==> config.mk <==
export PLATFORM = sky130hd
export DESIGN_NAME = ccctl_top
export DESIGN_NICKNAME = d
export VERILOG_FILES = /design/src/ccctl_pkg.sv /design/src/ccctl_nmi_pulse.sv /design/src/ccctl_io_gap.sv /design/src/ccctl_top.sv
export VERILOG_INCLUDE_DIRS = /design/src
export SDC_FILE = /design/constraint.sdc
export NUM_CORES = 1
export LEC_CHECK = 0
export ABC_CLOCK_PERIOD_IN_PS = 1050
export BUFFER_PORTS_ARGS = -buffer_cell sky130_fd_sc_hd__clkbuf_2
export CORE_ASPECT_RATIO = 1.75
export CORE_MARGIN = 8
export CORE_UTILIZATION = 50
export DETAILED_ROUTE_END_ITERATION = 16
export PLACE_DENSITY = 0.78
export SYNTH_ARGS = -nofsm -noshare
export SYNTH_HDL_FRONTEND = slang
export SYNTH_SLANG_ARGS = --single-unit
==> constraint.sdc <==
create_clock -name clk -period 1.05 [get_ports clk]
set_input_delay 0.0525 -clock clk [delete_from_list [all_inputs] [get_ports clk]]
set_output_delay 0.0525 -clock clk [all_outputs]
set_load 0.02 [all_outputs]
==> src/ccctl_regs.svh <==
`ifndef CCCTL_REGS_SVH
`define CCCTL_REGS_SVH

`define CCCTL_IDX_FEATURE      8'he8
`define CCCTL_IDX_TRIGGER      8'heb
`define CCCTL_RST_FEATURE      8'h85
`define CCCTL_RST_TRIGGER      8'h00
`define CCCTL_BIT_IDENT        7
`define CCCTL_BIT_NEST         6
`define CCCTL_BIT_FPFAST       5
`define CCCTL_BIT_DIRCACHE     4
`define CCCTL_BIT_BYPASS       3
`define CCCTL_IO_RECOVERY_CLOCKS_MSB         2
`define CCCTL_BIT_NMI          2
`define CCCTL_BIT_SIMD         0
`define CCCTL_TRIGGER_WMASK    8'h05
`define CCCTL_OPEN_LO0         8'hc1
`define CCCTL_OPEN_HI0         8'hc3
`define CCCTL_OPEN_LO1         8'hcd
`define CCCTL_OPEN_HI1         8'hcf
`define CCCTL_OPEN_LO2         8'hfe
`define CCCTL_OPEN_HI2         8'hff

`endif

==> src/ccctl_pkg.sv <==
package ccctl_pkg;

  typedef struct packed {
    logic       ident_instr_enable;
    logic       mgmt_irq_nest_enable;
    logic       float_fast_enable;
    logic       dir_entry_cache_enable;
    logic       read_bypass_enable;
    logic [2:0] io_recovery_clocks;
  } ccctl_feature_t;

  typedef struct packed {
    logic [7:0] addr;
    logic [7:0] wdata;
    logic       wr;
    logic       rd;
  } ccctl_bus_t;

  typedef enum logic [1:0] {
    CCCTL_IO_IDLE,
    CCCTL_IO_WAIT
  } ccctl_io_state_t;

endpackage

==> src/ccctl_nmi_pulse.sv <==
`timescale 1ns/10ps
module ccctl_nmi_pulse (
  input  wire logic clk,
  input  wire logic rst_n,
  input  wire logic trig,
  output logic      nmi_pulse
);

  typedef struct packed {
    logic trig_d;
    logic pulse;
  } ccctl_nmi_st_t;

  ccctl_nmi_st_t st_r;
  ccctl_nmi_st_t st_nxt;

  always_comb begin
    st_nxt        = st_r;
    st_nxt.trig_d = trig;
    st_nxt.pulse  = trig & ~st_r.trig_d; // one pulse per rising edge only
  end

  always_ff @(posedge clk or negedge rst_n) begin
    if (!rst_n) begin
      st_r <= '0;
    end else begin
      st_r <= st_nxt;
    end
  end

  assign nmi_pulse = st_r.pulse;

endmodule // ccctl_nmi_pulse

==> src/ccctl_io_gap.sv <==
`timescale 1ns/10ps
module ccctl_io_gap #(
  parameter int CNT_W = 8
) (
  input  wire logic       clk,
  input  wire logic       rst_n,
  input  wire logic [2:0] sel,
  input  wire logic       io_req,
  output logic            io_grant,
  output logic            io_busy
);

  // counter must reach the longest gap, 128 clocks
  if (CNT_W < 8) begin : g_cnt_w_check
    $error("ccctl_io_gap: CNT_W must hold 128");
  end

  typedef struct packed {
    ccctl_pkg::ccctl_io_state_t state;
    logic [CNT_W-1:0]           cnt;
  } ccctl_gap_st_t;

  ccctl_gap_st_t    st_r;
  ccctl_gap_st_t    st_nxt;
  logic [CNT_W-1:0] gap;

  // 000 -> 0, else 2^sel clocks
  always_comb begin
    if (sel == 3'h0) begin
      gap = '0;
    end else begin
      gap = CNT_W'(1) << sel;
    end
  end

  assign io_grant = io_req && (st_r.state == ccctl_pkg::CCCTL_IO_IDLE);
  assign io_busy  = (st_r.state == ccctl_pkg::CCCTL_IO_WAIT);

  always_comb begin
    st_nxt = st_r;
    case (st_r.state)
      ccctl_pkg::CCCTL_IO_IDLE: begin
        if (io_req && gap != '0) begin
          st_nxt.state = ccctl_pkg::CCCTL_IO_WAIT;
          st_nxt.cnt   = gap; // hold off next access for gap clocks
        end
      end
      ccctl_pkg::CCCTL_IO_WAIT: begin
        st_nxt.cnt = st_r.cnt - CNT_W'(1);
        if (st_r.cnt == CNT_W'(1)) begin
          st_nxt.state = ccctl_pkg::CCCTL_IO_IDLE;
        end
      end
      default: begin
        st_nxt.state = ccctl_pkg::CCCTL_IO_IDLE;
      end
    endcase
  end

  always_ff @(posedge clk or negedge rst_n) begin
    if (!rst_n) begin
      st_r <= '{state: ccctl_pkg::CCCTL_IO_IDLE, cnt: '0};
    end else begin
      st_r <= st_nxt;
    end
  end

endmodule // ccctl_io_gap

==> src/ccctl_top.sv <==
// Summary of operation
// - the feature control register sits at index e8, read/write, 8 bits, reset value 85.
// - bit 7 set lets the identification flag change and enables the identification instruction.
// - bit 6 set lets new management interrupts nest while already in management mode.
// - bit 5 selects floating-point fast mode, 1 enabling it.
// - bit 4 set permits directory entries to be cached, and is 0 after reset.
// - bit 3 set lets memory reads bypass earlier operations, and is 0 after reset.
// - bits 2:0 set the least bus clocks between i/o accesses: 0, 2, 4 up to 128.
// - the feature control register may be read or written only while the map enable is 1.
// - the interrupt trigger register sits at index eb, read/write, 8 bits, reset value 00.
// - writing 1 to bit 2 of the trigger register raises a non-maskable interrupt, 0 does nothing; here a 1 written over a held 1 raises none.
// - bit 0 of the trigger register set enables the extended simd instructions.
// - with map enable 0 only a small set of indexes is reachable, the rest are blocked.
//
// Strobed register access was decided locally.
`timescale 1ns/10ps
`include "ccctl_regs.svh"
module ccctl_top #(
  parameter int IO_CNT_W = 8
) (
  input  wire logic       clk,
  input  wire logic       arst_n,
  input  wire logic [7:0] reg_addr,
  input  wire logic [7:0] reg_wdata,
  input  wire logic       reg_wr,
  input  wire logic       reg_rd,
  output logic      [7:0] reg_rdata,
  input  wire logic       config_map_enable,
  output logic            cfg_blocked,
  input  wire logic       io_req,
  output logic            io_grant,
  output logic            io_busy,
  output logic            ident_instr_enable,
  output logic            mgmt_irq_nest_enable,
  output logic            float_fast_enable,
  output logic            dir_entry_cache_enable,
  output logic            read_bypass_enable,
  output logic      [2:0] io_recovery_clocks,
  output logic            ext_simd_enable,
  output logic            nmi_pulse
);

  ////////////////////////////////////////////////////////////////////////////
  // reset release
  logic [1:0] rst_sync_r;
  logic       rst_n;

  always_ff @(posedge clk or negedge arst_n) begin
    if (!arst_n) begin
      rst_sync_r <= 2'h0;
    end else begin
      rst_sync_r <= {rst_sync_r[0], 1'b1};
    end
  end
  assign rst_n = rst_sync_r[1];

  ////////////////////////////////////////////////////////////////////////////
  // state
  typedef struct packed {
    logic [7:0] feature_control_reg;
    logic [7:0] interrupt_trigger_reg;
    logic [7:0] rdata;
  } ccctl_st_t;

  ccctl_st_t          st_r;
  ccctl_st_t          st_nxt;
  ccctl_pkg::ccctl_bus_t bus;
  ccctl_pkg::ccctl_feature_t feat;
  logic               hit_feature;
  logic               hit_trigger;
  logic               open_idx;

  assign bus = '{addr: reg_addr, wdata: reg_wdata, wr: reg_wr, rd: reg_rd};

  // indexes that stay reachable with the map closed
  always_comb begin
    open_idx = ((bus.addr >= `CCCTL_OPEN_LO0) && (bus.addr <= `CCCTL_OPEN_HI0))
            || ((bus.addr >= `CCCTL_OPEN_LO1) && (bus.addr <= `CCCTL_OPEN_HI1))
            || ((bus.addr >= `CCCTL_OPEN_LO2) && (bus.addr <= `CCCTL_OPEN_HI2));
  end

  // both registers here lie outside the open set, so closed map blocks them
  always_comb begin
    hit_feature = 1'b0;
    hit_trigger = 1'b0;
    if (!config_map_enable) begin
      hit_feature = 1'b0;
    end else if (bus.addr == `CCCTL_IDX_FEATURE) begin
      hit_feature = 1'b1;
    end else if (bus.addr == `CCCTL_IDX_TRIGGER) begin
      hit_trigger = 1'b1;
    end
  end

  assign cfg_blocked = (bus.wr | bus.rd) & ~config_map_enable & ~open_idx;

  ////////////////////////////////////////////////////////////////////////////
  // next state
  always_comb begin
    st_nxt       = st_r;
    st_nxt.rdata = 8'h00;
    if (bus.wr && hit_feature) begin
      st_nxt.feature_control_reg = bus.wdata;
    end
    if (bus.wr && hit_trigger) begin
      // reserved bits held at zero whatever is written
      st_nxt.interrupt_trigger_reg = bus.wdata & `CCCTL_TRIGGER_WMASK;
    end
    if (bus.rd && hit_feature) begin
      st_nxt.rdata = st_r.feature_control_reg;
    end else if (bus.rd && hit_trigger) begin
      st_nxt.rdata = st_r.interrupt_trigger_reg;
    end
  end

  always_ff @(posedge clk or negedge rst_n) begin
    if (!rst_n) begin
      st_r <= '{feature_control_reg:   `CCCTL_RST_FEATURE,
                interrupt_trigger_reg: `CCCTL_RST_TRIGGER,
                rdata:                 8'h00};
    end else begin
      st_r <= st_nxt;
    end
  end

  assign reg_rdata = st_r.rdata;

  ////////////////////////////////////////////////////////////////////////////
  // feature outputs
  assign feat                   = st_r.feature_control_reg;
  assign ident_instr_enable     = feat.ident_instr_enable;
  assign mgmt_irq_nest_enable   = feat.mgmt_irq_nest_enable;
  assign float_fast_enable      = feat.float_fast_enable;
  assign dir_entry_cache_enable = feat.dir_entry_cache_enable;
  assign read_bypass_enable     = feat.read_bypass_enable;
  assign io_recovery_clocks     = feat.io_recovery_clocks;
  assign ext_simd_enable        = st_r.interrupt_trigger_reg[`CCCTL_BIT_SIMD];

  ////////////////////////////////////////////////////////////////////////////
  // nmi edge and i/o gap
  // a held 1 gives no repeat; software must clear first
  ccctl_nmi_pulse u_nmi (
    .clk       (clk),
    .rst_n     (rst_n),
    .trig      (st_r.interrupt_trigger_reg[`CCCTL_BIT_NMI]),
    .nmi_pulse (nmi_pulse)
  );

  ccctl_io_gap #(
    .CNT_W (IO_CNT_W)
  ) u_io_gap (
    .clk      (clk),
    .rst_n    (rst_n),
    .sel      (feat.io_recovery_clocks),
    .io_req   (io_req),
    .io_grant (io_grant),
    .io_busy  (io_busy)
  );

endmodule // ccctl_top

==> flow_summary_export.csv, run 1 <==
group,metric,value,unit
sta,fin_tns_setup,-4350,ps
grt,grt_max_degree,30,
setup_path,setup.worst_path.end_class,"register",
finish,fin_nets,253,
setup_path,arrival,1900,ps
placed_design,numPortBuffers,42,
drt,wl,5650,um
yosys,synth_ff_type,"dfrtp_1",
drt,drt_iter0_markers,49,
yosys,yosys.area.top_type,"dfrtp_1",
clock_network,numCtsBuffers,5,
grt,grt_pass1_wl,8110,um
sta,layout_setup_ws,-638,ps
setup_path,worstSetupPathType,"register to register",
power_and_ir_drop,ir_drop,1.10,mV
clock_network,cts.root.buffer_cell,"clkbuf_8",
finish,area_delta_synth_final,73.1,%
sta,post-route-period-util,161,%
sta,slew_violations,0,
drt,ant_nets,0,
clock_network,clockBufferDepth,2,
setup_path,startpoint_type,"register",
sta,rsz0062_at_grt,"true",
grt,grt_pass1_vias,1642,
sta,min_period,1690,ps
drt,drcViolationCount,0,
yosys,synth_cells,131,
yosys,syn_nets,155,
drt,vias,1508,
drt,drt-vias-per-instance,5.84,
finish,final_util,88.9,%
grt,antenna_found_initial,0,
run,drv_cap,0,
power_and_ir_drop,powerDensity,1110,nW/um^2
run_status,violations,"setup timing",
setup_path,cp_max_fo,2,
finish,final_cell_mix,"clkbuf_2, buf_4, dfrtp_1, buf_6, mux2_4",
clock_network,insertion_delay,290,ps
yosys,yosysSeqAreaShare,53.7,%
sta,setup_viol,24,
die,start_util,51.3,%
placed_design,dp.cells,234,
setup_path,crit_slowest_cell,"or4b_4",
drt,dr.pass1.iters,4,
die,design.core.area,2830,um^2
grt,grt_use_total,21.3,%
clock_network,path_clk_slew,70,ps
die,ios,43,
clock_network,htree_levels,2,
yosys,synth_top_area_share,48.2,%
yosys,ys_types,37,
yosys,async_flop_share,100,%
placed_design,gp_congestion,0.801,
yosys,synth_seq_cells,31,
setup_path,critPathBufInv,1,
die,dieWidth,56.7,um
clock_network,cts_sinks,31,
sta,finClkSkew,5.64,ps
placed_design,dp_hpwl,3200,um
run_status,status,"complete, but fails checks",
min_path,hp-class,"input port to register",
yosys,yosys-top-cells-area,"dfrtp_1, mux2_2, dfstp_2",
setup_path,path_cells,"inv_1 > ha_1 > or4b_4 > or3_1 > a32oi_1",
clock_network,cts_tree,"built",
yosys,synth_edf_count,0,
yosys,yosysWarnings,0,
die,die_h,87.3,um
finish,drive_gt1_share,59.6,%
setup_path,worstPathRequired,1260,ps
die,rows,26,
sta,fmax,592,MHz
setup_path,slowest_delay,450,ps
finish,fin_cells,258,
power_and_ir_drop,power.leakage,1.26,nW
grt,grt_overflow,0,
sta,finalHoldViolations,0,
finish,antennaDiodeCount,0,
yosys,synth.avg_cell_area,11.1,um^2
setup_path,cp_top_family,"simple AND/OR/NAND/NOR gates",
die,die_area,4950,um^2
yosys,syn-cell-area,1450,um^2
drt,wl_per_cell,21.9,um
## power by group
group          switching [mW]  leakage [nW]  total [mW]  internal (mW)
sequential             0.0178         0.395        1.23           1.21
clock                   0.484        0.0612        1.25          0.768
combinational           0.152         0.803       0.303          0.152
## Yosys cell counts, types with 2 or more instances
master    number
a31oi_1        3
nand4b_1       3
nand3_1        6
a21oi_1        5
dfrtp_1       28
a32oi_1        2
o21bai_1       2
mux2_2        10
nor4_1         2
nand2b_1       2
o31ai_1        2
clkbuf_1       6
dfstp_2        3
nor3_1         2
nor2_1         4
or3_1          4
ha_1           2
o21ai_0        9
a21o_1         4
and2_1         7
inv_1          4
nand2_1        6
## per-layer routing
layer / global-route usage, % / routed length [um] / up-vias
met3: 5.99 / 261 / 22
met4: 13.1 / 227 / 0
li1: - / - / 677
met2: 39.9 / 3300 / 62
met1: 19.1 / 1860 / 747
met5: 0 / 0 / -
## worst paths after layout
kind                       slack, ps  cells after the start                            to                         start
setup / recovery                -640                      5  u_io_gap.st_r[6]$_DFFE_PN0P_  u_io_gap.st_r[1]$_DFFE_PN0P_
setup reg to reg                -640                      5  u_io_gap.st_r[6]$_DFFE_PN0P_  u_io_gap.st_r[1]$_DFFE_PN0P_
hold / removal                     6                      2           feat[0]$_DFFE_PN1P_                  reg_wdata[0]
min in group asynchronous         80                      2       rst_sync_r[1]$_DFF_PN0_                        arst_n
max in group asynchronous        580                      1           feat[2]$_DFFE_PN1P_       rst_sync_r[1]$_DFF_PN0_
hold reg to reg                  220                      1  u_io_gap.st_r[8]$_DFFE_PN0P_       rst_sync_r[1]$_DFF_PN0_
## layout make-up
class	instances	area, um^2
multi-input combinational	90	796
sequential	31	781
timing repair buffer	97	771
fill	122	315
clock buffer	6	82.6
clock inverter	2	35.0
tap	28	35.0
inverter	4	15.0
## what timing repair did
item                                    in CTS  in global routing
gates resized for setup                     33                 27
buffers inserted                             7                  5
pin swaps                                    8                  7
endpoints found under the hold margin        7                  0
endpoints found under the setup margin      27                 30
hold buffers                                 6                  0
## metrics by stage
stage / hold slack, ps / power, mW / setup slack, ps / cell area (um^2)
after floorplan: -243 / 1.35 / -572 / 1540
after global placement: -162 / 1.46 / -553 / 2040
after detailed placement: -159 / 1.47 / -592 / 2040
after CTS: 3.88 / 2.74 / -572 / 2390
after global routing: 11.4 / 2.85 / -745 / 2510
final: 6.09 / 2.79 / -638 / 2510
## state kept, by name, summed over array words and instances, names as in the netlist
signal / count
u_nmi.st_r: 1
rst_sync_r: 2
feat: 8
st_r: 1
u_nmi.nmi_pulse: 1
reg_rdata: 8
ext_simd_enable: 1
u_io_gap.st_r: 9
## logic make-up (layout without fill, tap and decap cells)
kind of cell	count (synthesis)	after routing	synth area share [%]
AO/OA/AOI/OAI	33	33	15.1
multiplexers	10	10	7.75
other	1	1	0.258
buffers and inverters	10	109	2.58
AND/OR/NAND/NOR	44	44	18.9
adder cells (fa/ha/maj)	2	2	1.72
flip-flops	31	31	53.7
Note: power is estimated with default switching activity, not from simulation.
==> run 2: changes to the inputs <==
--- a/config.mk
+++ b/config.mk
@@ -10,9 +10,10 @@
 export BUFFER_PORTS_ARGS = -buffer_cell sky130_fd_sc_hd__clkbuf_2
 export CORE_ASPECT_RATIO = 1.75
 export CORE_MARGIN = 8
-export CORE_UTILIZATION = 50
+export CORE_UTILIZATION = 51
 export DETAILED_ROUTE_END_ITERATION = 16
 export PLACE_DENSITY = 0.78
 export SYNTH_ARGS = -nofsm -noshare
 export SYNTH_HDL_FRONTEND = slang
+export SYNTH_HIERARCHICAL = 1
 export SYNTH_SLANG_ARGS = --single-unit
==> flow_summary_export.csv, run 2 <==
group,metric,value,unit
run_status,status,"complete, but fails checks",
run_status,violations,"setup timing",
yosys,synthXorXnorAreaFrac,1.10,%
die,start_util,51.9,%
clock_network,htree_levels,2,
sta,fmax,609,MHz
min_path,hp-start,"reg_wdata[5]",
placed_design,dp.cells,244,
setup_path,arrival,1840,ps
drt,routed.top_layer,"met4",
grt,grt_pass1_wl,7520,um
clock_network,clockBufferDepth,2,
drt,vias,1430,
finish,fin_cells,267,
power_and_ir_drop,powerDensity,1910,nW/um^2
run,drv_cap,0,
finish,final_common_cell,"clkbuf_2",
setup_path,path_cells,"or4_4 > or4_1 > a32oi_1",
grt,antenna_found_initial,0,
power_and_ir_drop,total_power,4.72,mW
drt,wl_met2,2660,um
power_and_ir_drop,ir_drop,1.18,mV
sta,layout_setup_ws,-592,ps
sta,setup_viol,15,
die,die_h,90.0,um
drt,wl_met1,1740,um
drt,drcViolationCount,0,
yosys,ys_types,43,
power_and_ir_drop,internal_power,3.09,mW
min_path,holdPathStages,2,
yosys,synth_top_area_share,43.9,%
placed_design,dp_hpwl,3060,um
finish,drive_gt1_share,61.6,%
clock_network,insertion_delay,290,ps
finish,regMostFlops,"u_io_gap/st_r",
yosys,synth_common_cells,"dfrtp_1, buf_4, mux2_2",
drt,drt-vias-per-instance,5.36,
placed_design,numPortBuffers,42,
power_and_ir_drop,power.switching,1.63,mW
grt,grt_max_degree,30,
setup_path,rr_worst_depth,3,
power_and_ir_drop,pwr-share-clk,20.3,%
yosys,synth_ff_type,"dfrtp_1",
sta,finClkSkew,8.48,ps
finish,final_util,80.2,%
yosys,yosysWarnings,6,
clock_network,cts_sinks,31,
yosys,synth_most_common_cell,"dfrtp_1",
setup_path,setup.worst_path.end_class,"register",
yosys,synthSimpleGateAreaFrac,21.0,%
finish,fillCellCount,180,
yosys,yosysSeqAreaShare,48.8,%
finish,final_cell_mix,"clkbuf_2, dfrtp_1, buf_4, buf_6, mux2_2",
placed_design,pre_cts_slack,-567,ps
yosys,synth_edf_count,0,
finish,area_delta_synth_final,54.5,%
yosys,synth.avg_cell_area,10.8,um^2
die,dieWidth,58.3,um
sta,rsz0062_at_grt,"true",
yosys,syn_nets,172,
sta,finalHoldViolations,0,
yosys,yosys.area.top_type,"dfrtp_1",
drt,routed-wl-met3,188,um
die,ios,43,
yosys,synth_top_family_by_area,"simple AND/OR/NAND/NOR gates",
setup_path,worstPathRequired,1250,ps
yosys,synth_seq_cells,31,
setup_path,rr_endpoint,"u_io_gap/st_r[7]$_DFFE_PN0P_",
setup_path,worstSetupPathType,"register to register",
yosys,synthAdderAreaFrac,1.57,%
setup_path,slowest_delay,540,ps
power_and_ir_drop,combPwrFrac,47.7,%
sta,post-route-period-util,156,%
drt,wl,4710,um
placed_design,gp_congestion,0.884,
yosys,yosys-top-cells-area,"dfrtp_1, mux2_2, buf_4",
yosys,synth_cells,148,
finish,largest_reg_flops,9,
finish,fin_nets,247,
power_and_ir_drop,power.leakage,1.21,nW
min_path,hold_end,"feat[5]$_DFFE_PN0P_",
sta,slew_violations,0,
clock_network,numCtsBuffers,5,
sta,timing.hold.ws,6.86,ps
setup_path,worstSetupStartpoint,"u_io_gap/st_r[3]$_DFFE_PN0P_",
clock_network,path_clk_slew,70,ps
min_path,hp-class,"input port to register",
clock_network,cts_tree,"built",
drt,ant_nets,0,
yosys,synthMuxAreaShare,7.76,%
drt,drt_iter0_markers,34,
setup_path,crit_slowest_cell,"or4_4",
setup_path,timing.rr.start,"u_io_gap/st_r[3]$_DFFE_PN0P_",
setup_path,r2r_slack,-590,ps
yosys,async_flop_share,100,%
finish,antennaDiodeCount,0,
setup_path,startpoint_type,"register",
grt,grt_overflow,0,
sta,min_period,1640,ps
clock_network,cts.root.buffer_cell,"clkbuf_8",
grt,grt_pass1_vias,1603,
die,design.core.area,3070,um^2
power_and_ir_drop,swShare,34.5,%
setup_path,cp_max_fo,2,
yosys,synth_compound_area_share,11.8,%
grt,grt_use_total,18.3,%
die,rows,27,
drt,dr.pass1.iters,4,
yosys,syn-cell-area,1600,um^2
die,die_area,5250,um^2
drt,wl_per_cell,17.7,um
power_and_ir_drop,seqPwrFrac,32.0,%
## run 2: power by group through the flow
stage	clock, mW	sequential, mW	combinational (mW)
6_report	0.956	1.51	2.25
5_1_grt	1.02	1.53	2.38
4_1_cts	0.976	1.49	1.87
3_5_place_dp	0	1.51	1.39
3_3_place_gp	0	1.50	1.32
2_1_floorplan	0	1.55	0.789
## run 2: worst max-delay path: cells and delay by family (launching register included)
kind / cells / cell delay [ps]
AOI/OAI and AO/OA: 1 / 210
and+or+nand+nor: 2 / 940
DFF: 1 / 400
## run 2: how the worst max path moves through the flow
stage / end / cells past startpoint
2_1_floorplan: u_io_gap/st_r[7]$_DFFE_PN0P_ / 3
3_3_place_gp: u_io_gap/st_r[7]$_DFFE_PN0P_ / 3
3_5_place_dp: u_io_gap/st_r[7]$_DFFE_PN0P_ / 3
4_1_cts: u_io_gap/st_r[7]$_DFFE_PN0P_ / 3
5_1_grt: u_io_gap/st_r[7]$_DFFE_PN0P_ / 3
6_report: u_io_gap/st_r[7]$_DFFE_PN0P_ / 3
## run 2: metal layers
metal	up-vias	track usage [%]
li1	670	-
met1	709	18.5
met2	41	32.7
met3	10	4.28
met4	0	9.67
met5	-	0
## run 2: timing repair
item	in CTS	in global routing
resized for setup	40	26
hold buffers	1	0
endpoints found under the setup margin	14	17
endpoints found under the hold margin	2	0
setup buffers	11	9
pin swaps	16	17
## run 2: layout make-up
| class | instances | area (um^2) | area share [%] |
|---|---|---|---|
| repair buffers | 86 | 674 | 27.3 |
| clock buffers | 7 | 86.3 | 3.50 |
| clock inverters | 1 | 5.00 | 0.203 |
| flip-flops and latches | 31 | 781 | 31.7 |
| inverters | 4 | 22.5 | 0.913 |
| well taps | 43 | 53.8 | 2.18 |
| multi-input cells | 95 | 843 | 34.2 |
## run 2: logic make-up (layout without fill, tap and decap cells)
kind of cell	count (synthesis)	in the layout
AND/OR/NAND/NOR	51	51
adder cells (fa/ha/maj)	2	2
AO/OA/AOI/OAI	28	28
XOR/XNOR	2	2
multiplexers	11	11
flip-flops	31	31
other	1	1
buffers and inverters	22	98
## run 2: stage by stage
step,area [um^2],TNS [ps]
global placement,2000,-2480
finish,2470,-3350
detailed placement,2000,-3180
CTS,2350,-2740
global route,2470,-3860
floorplan,1660,-1710
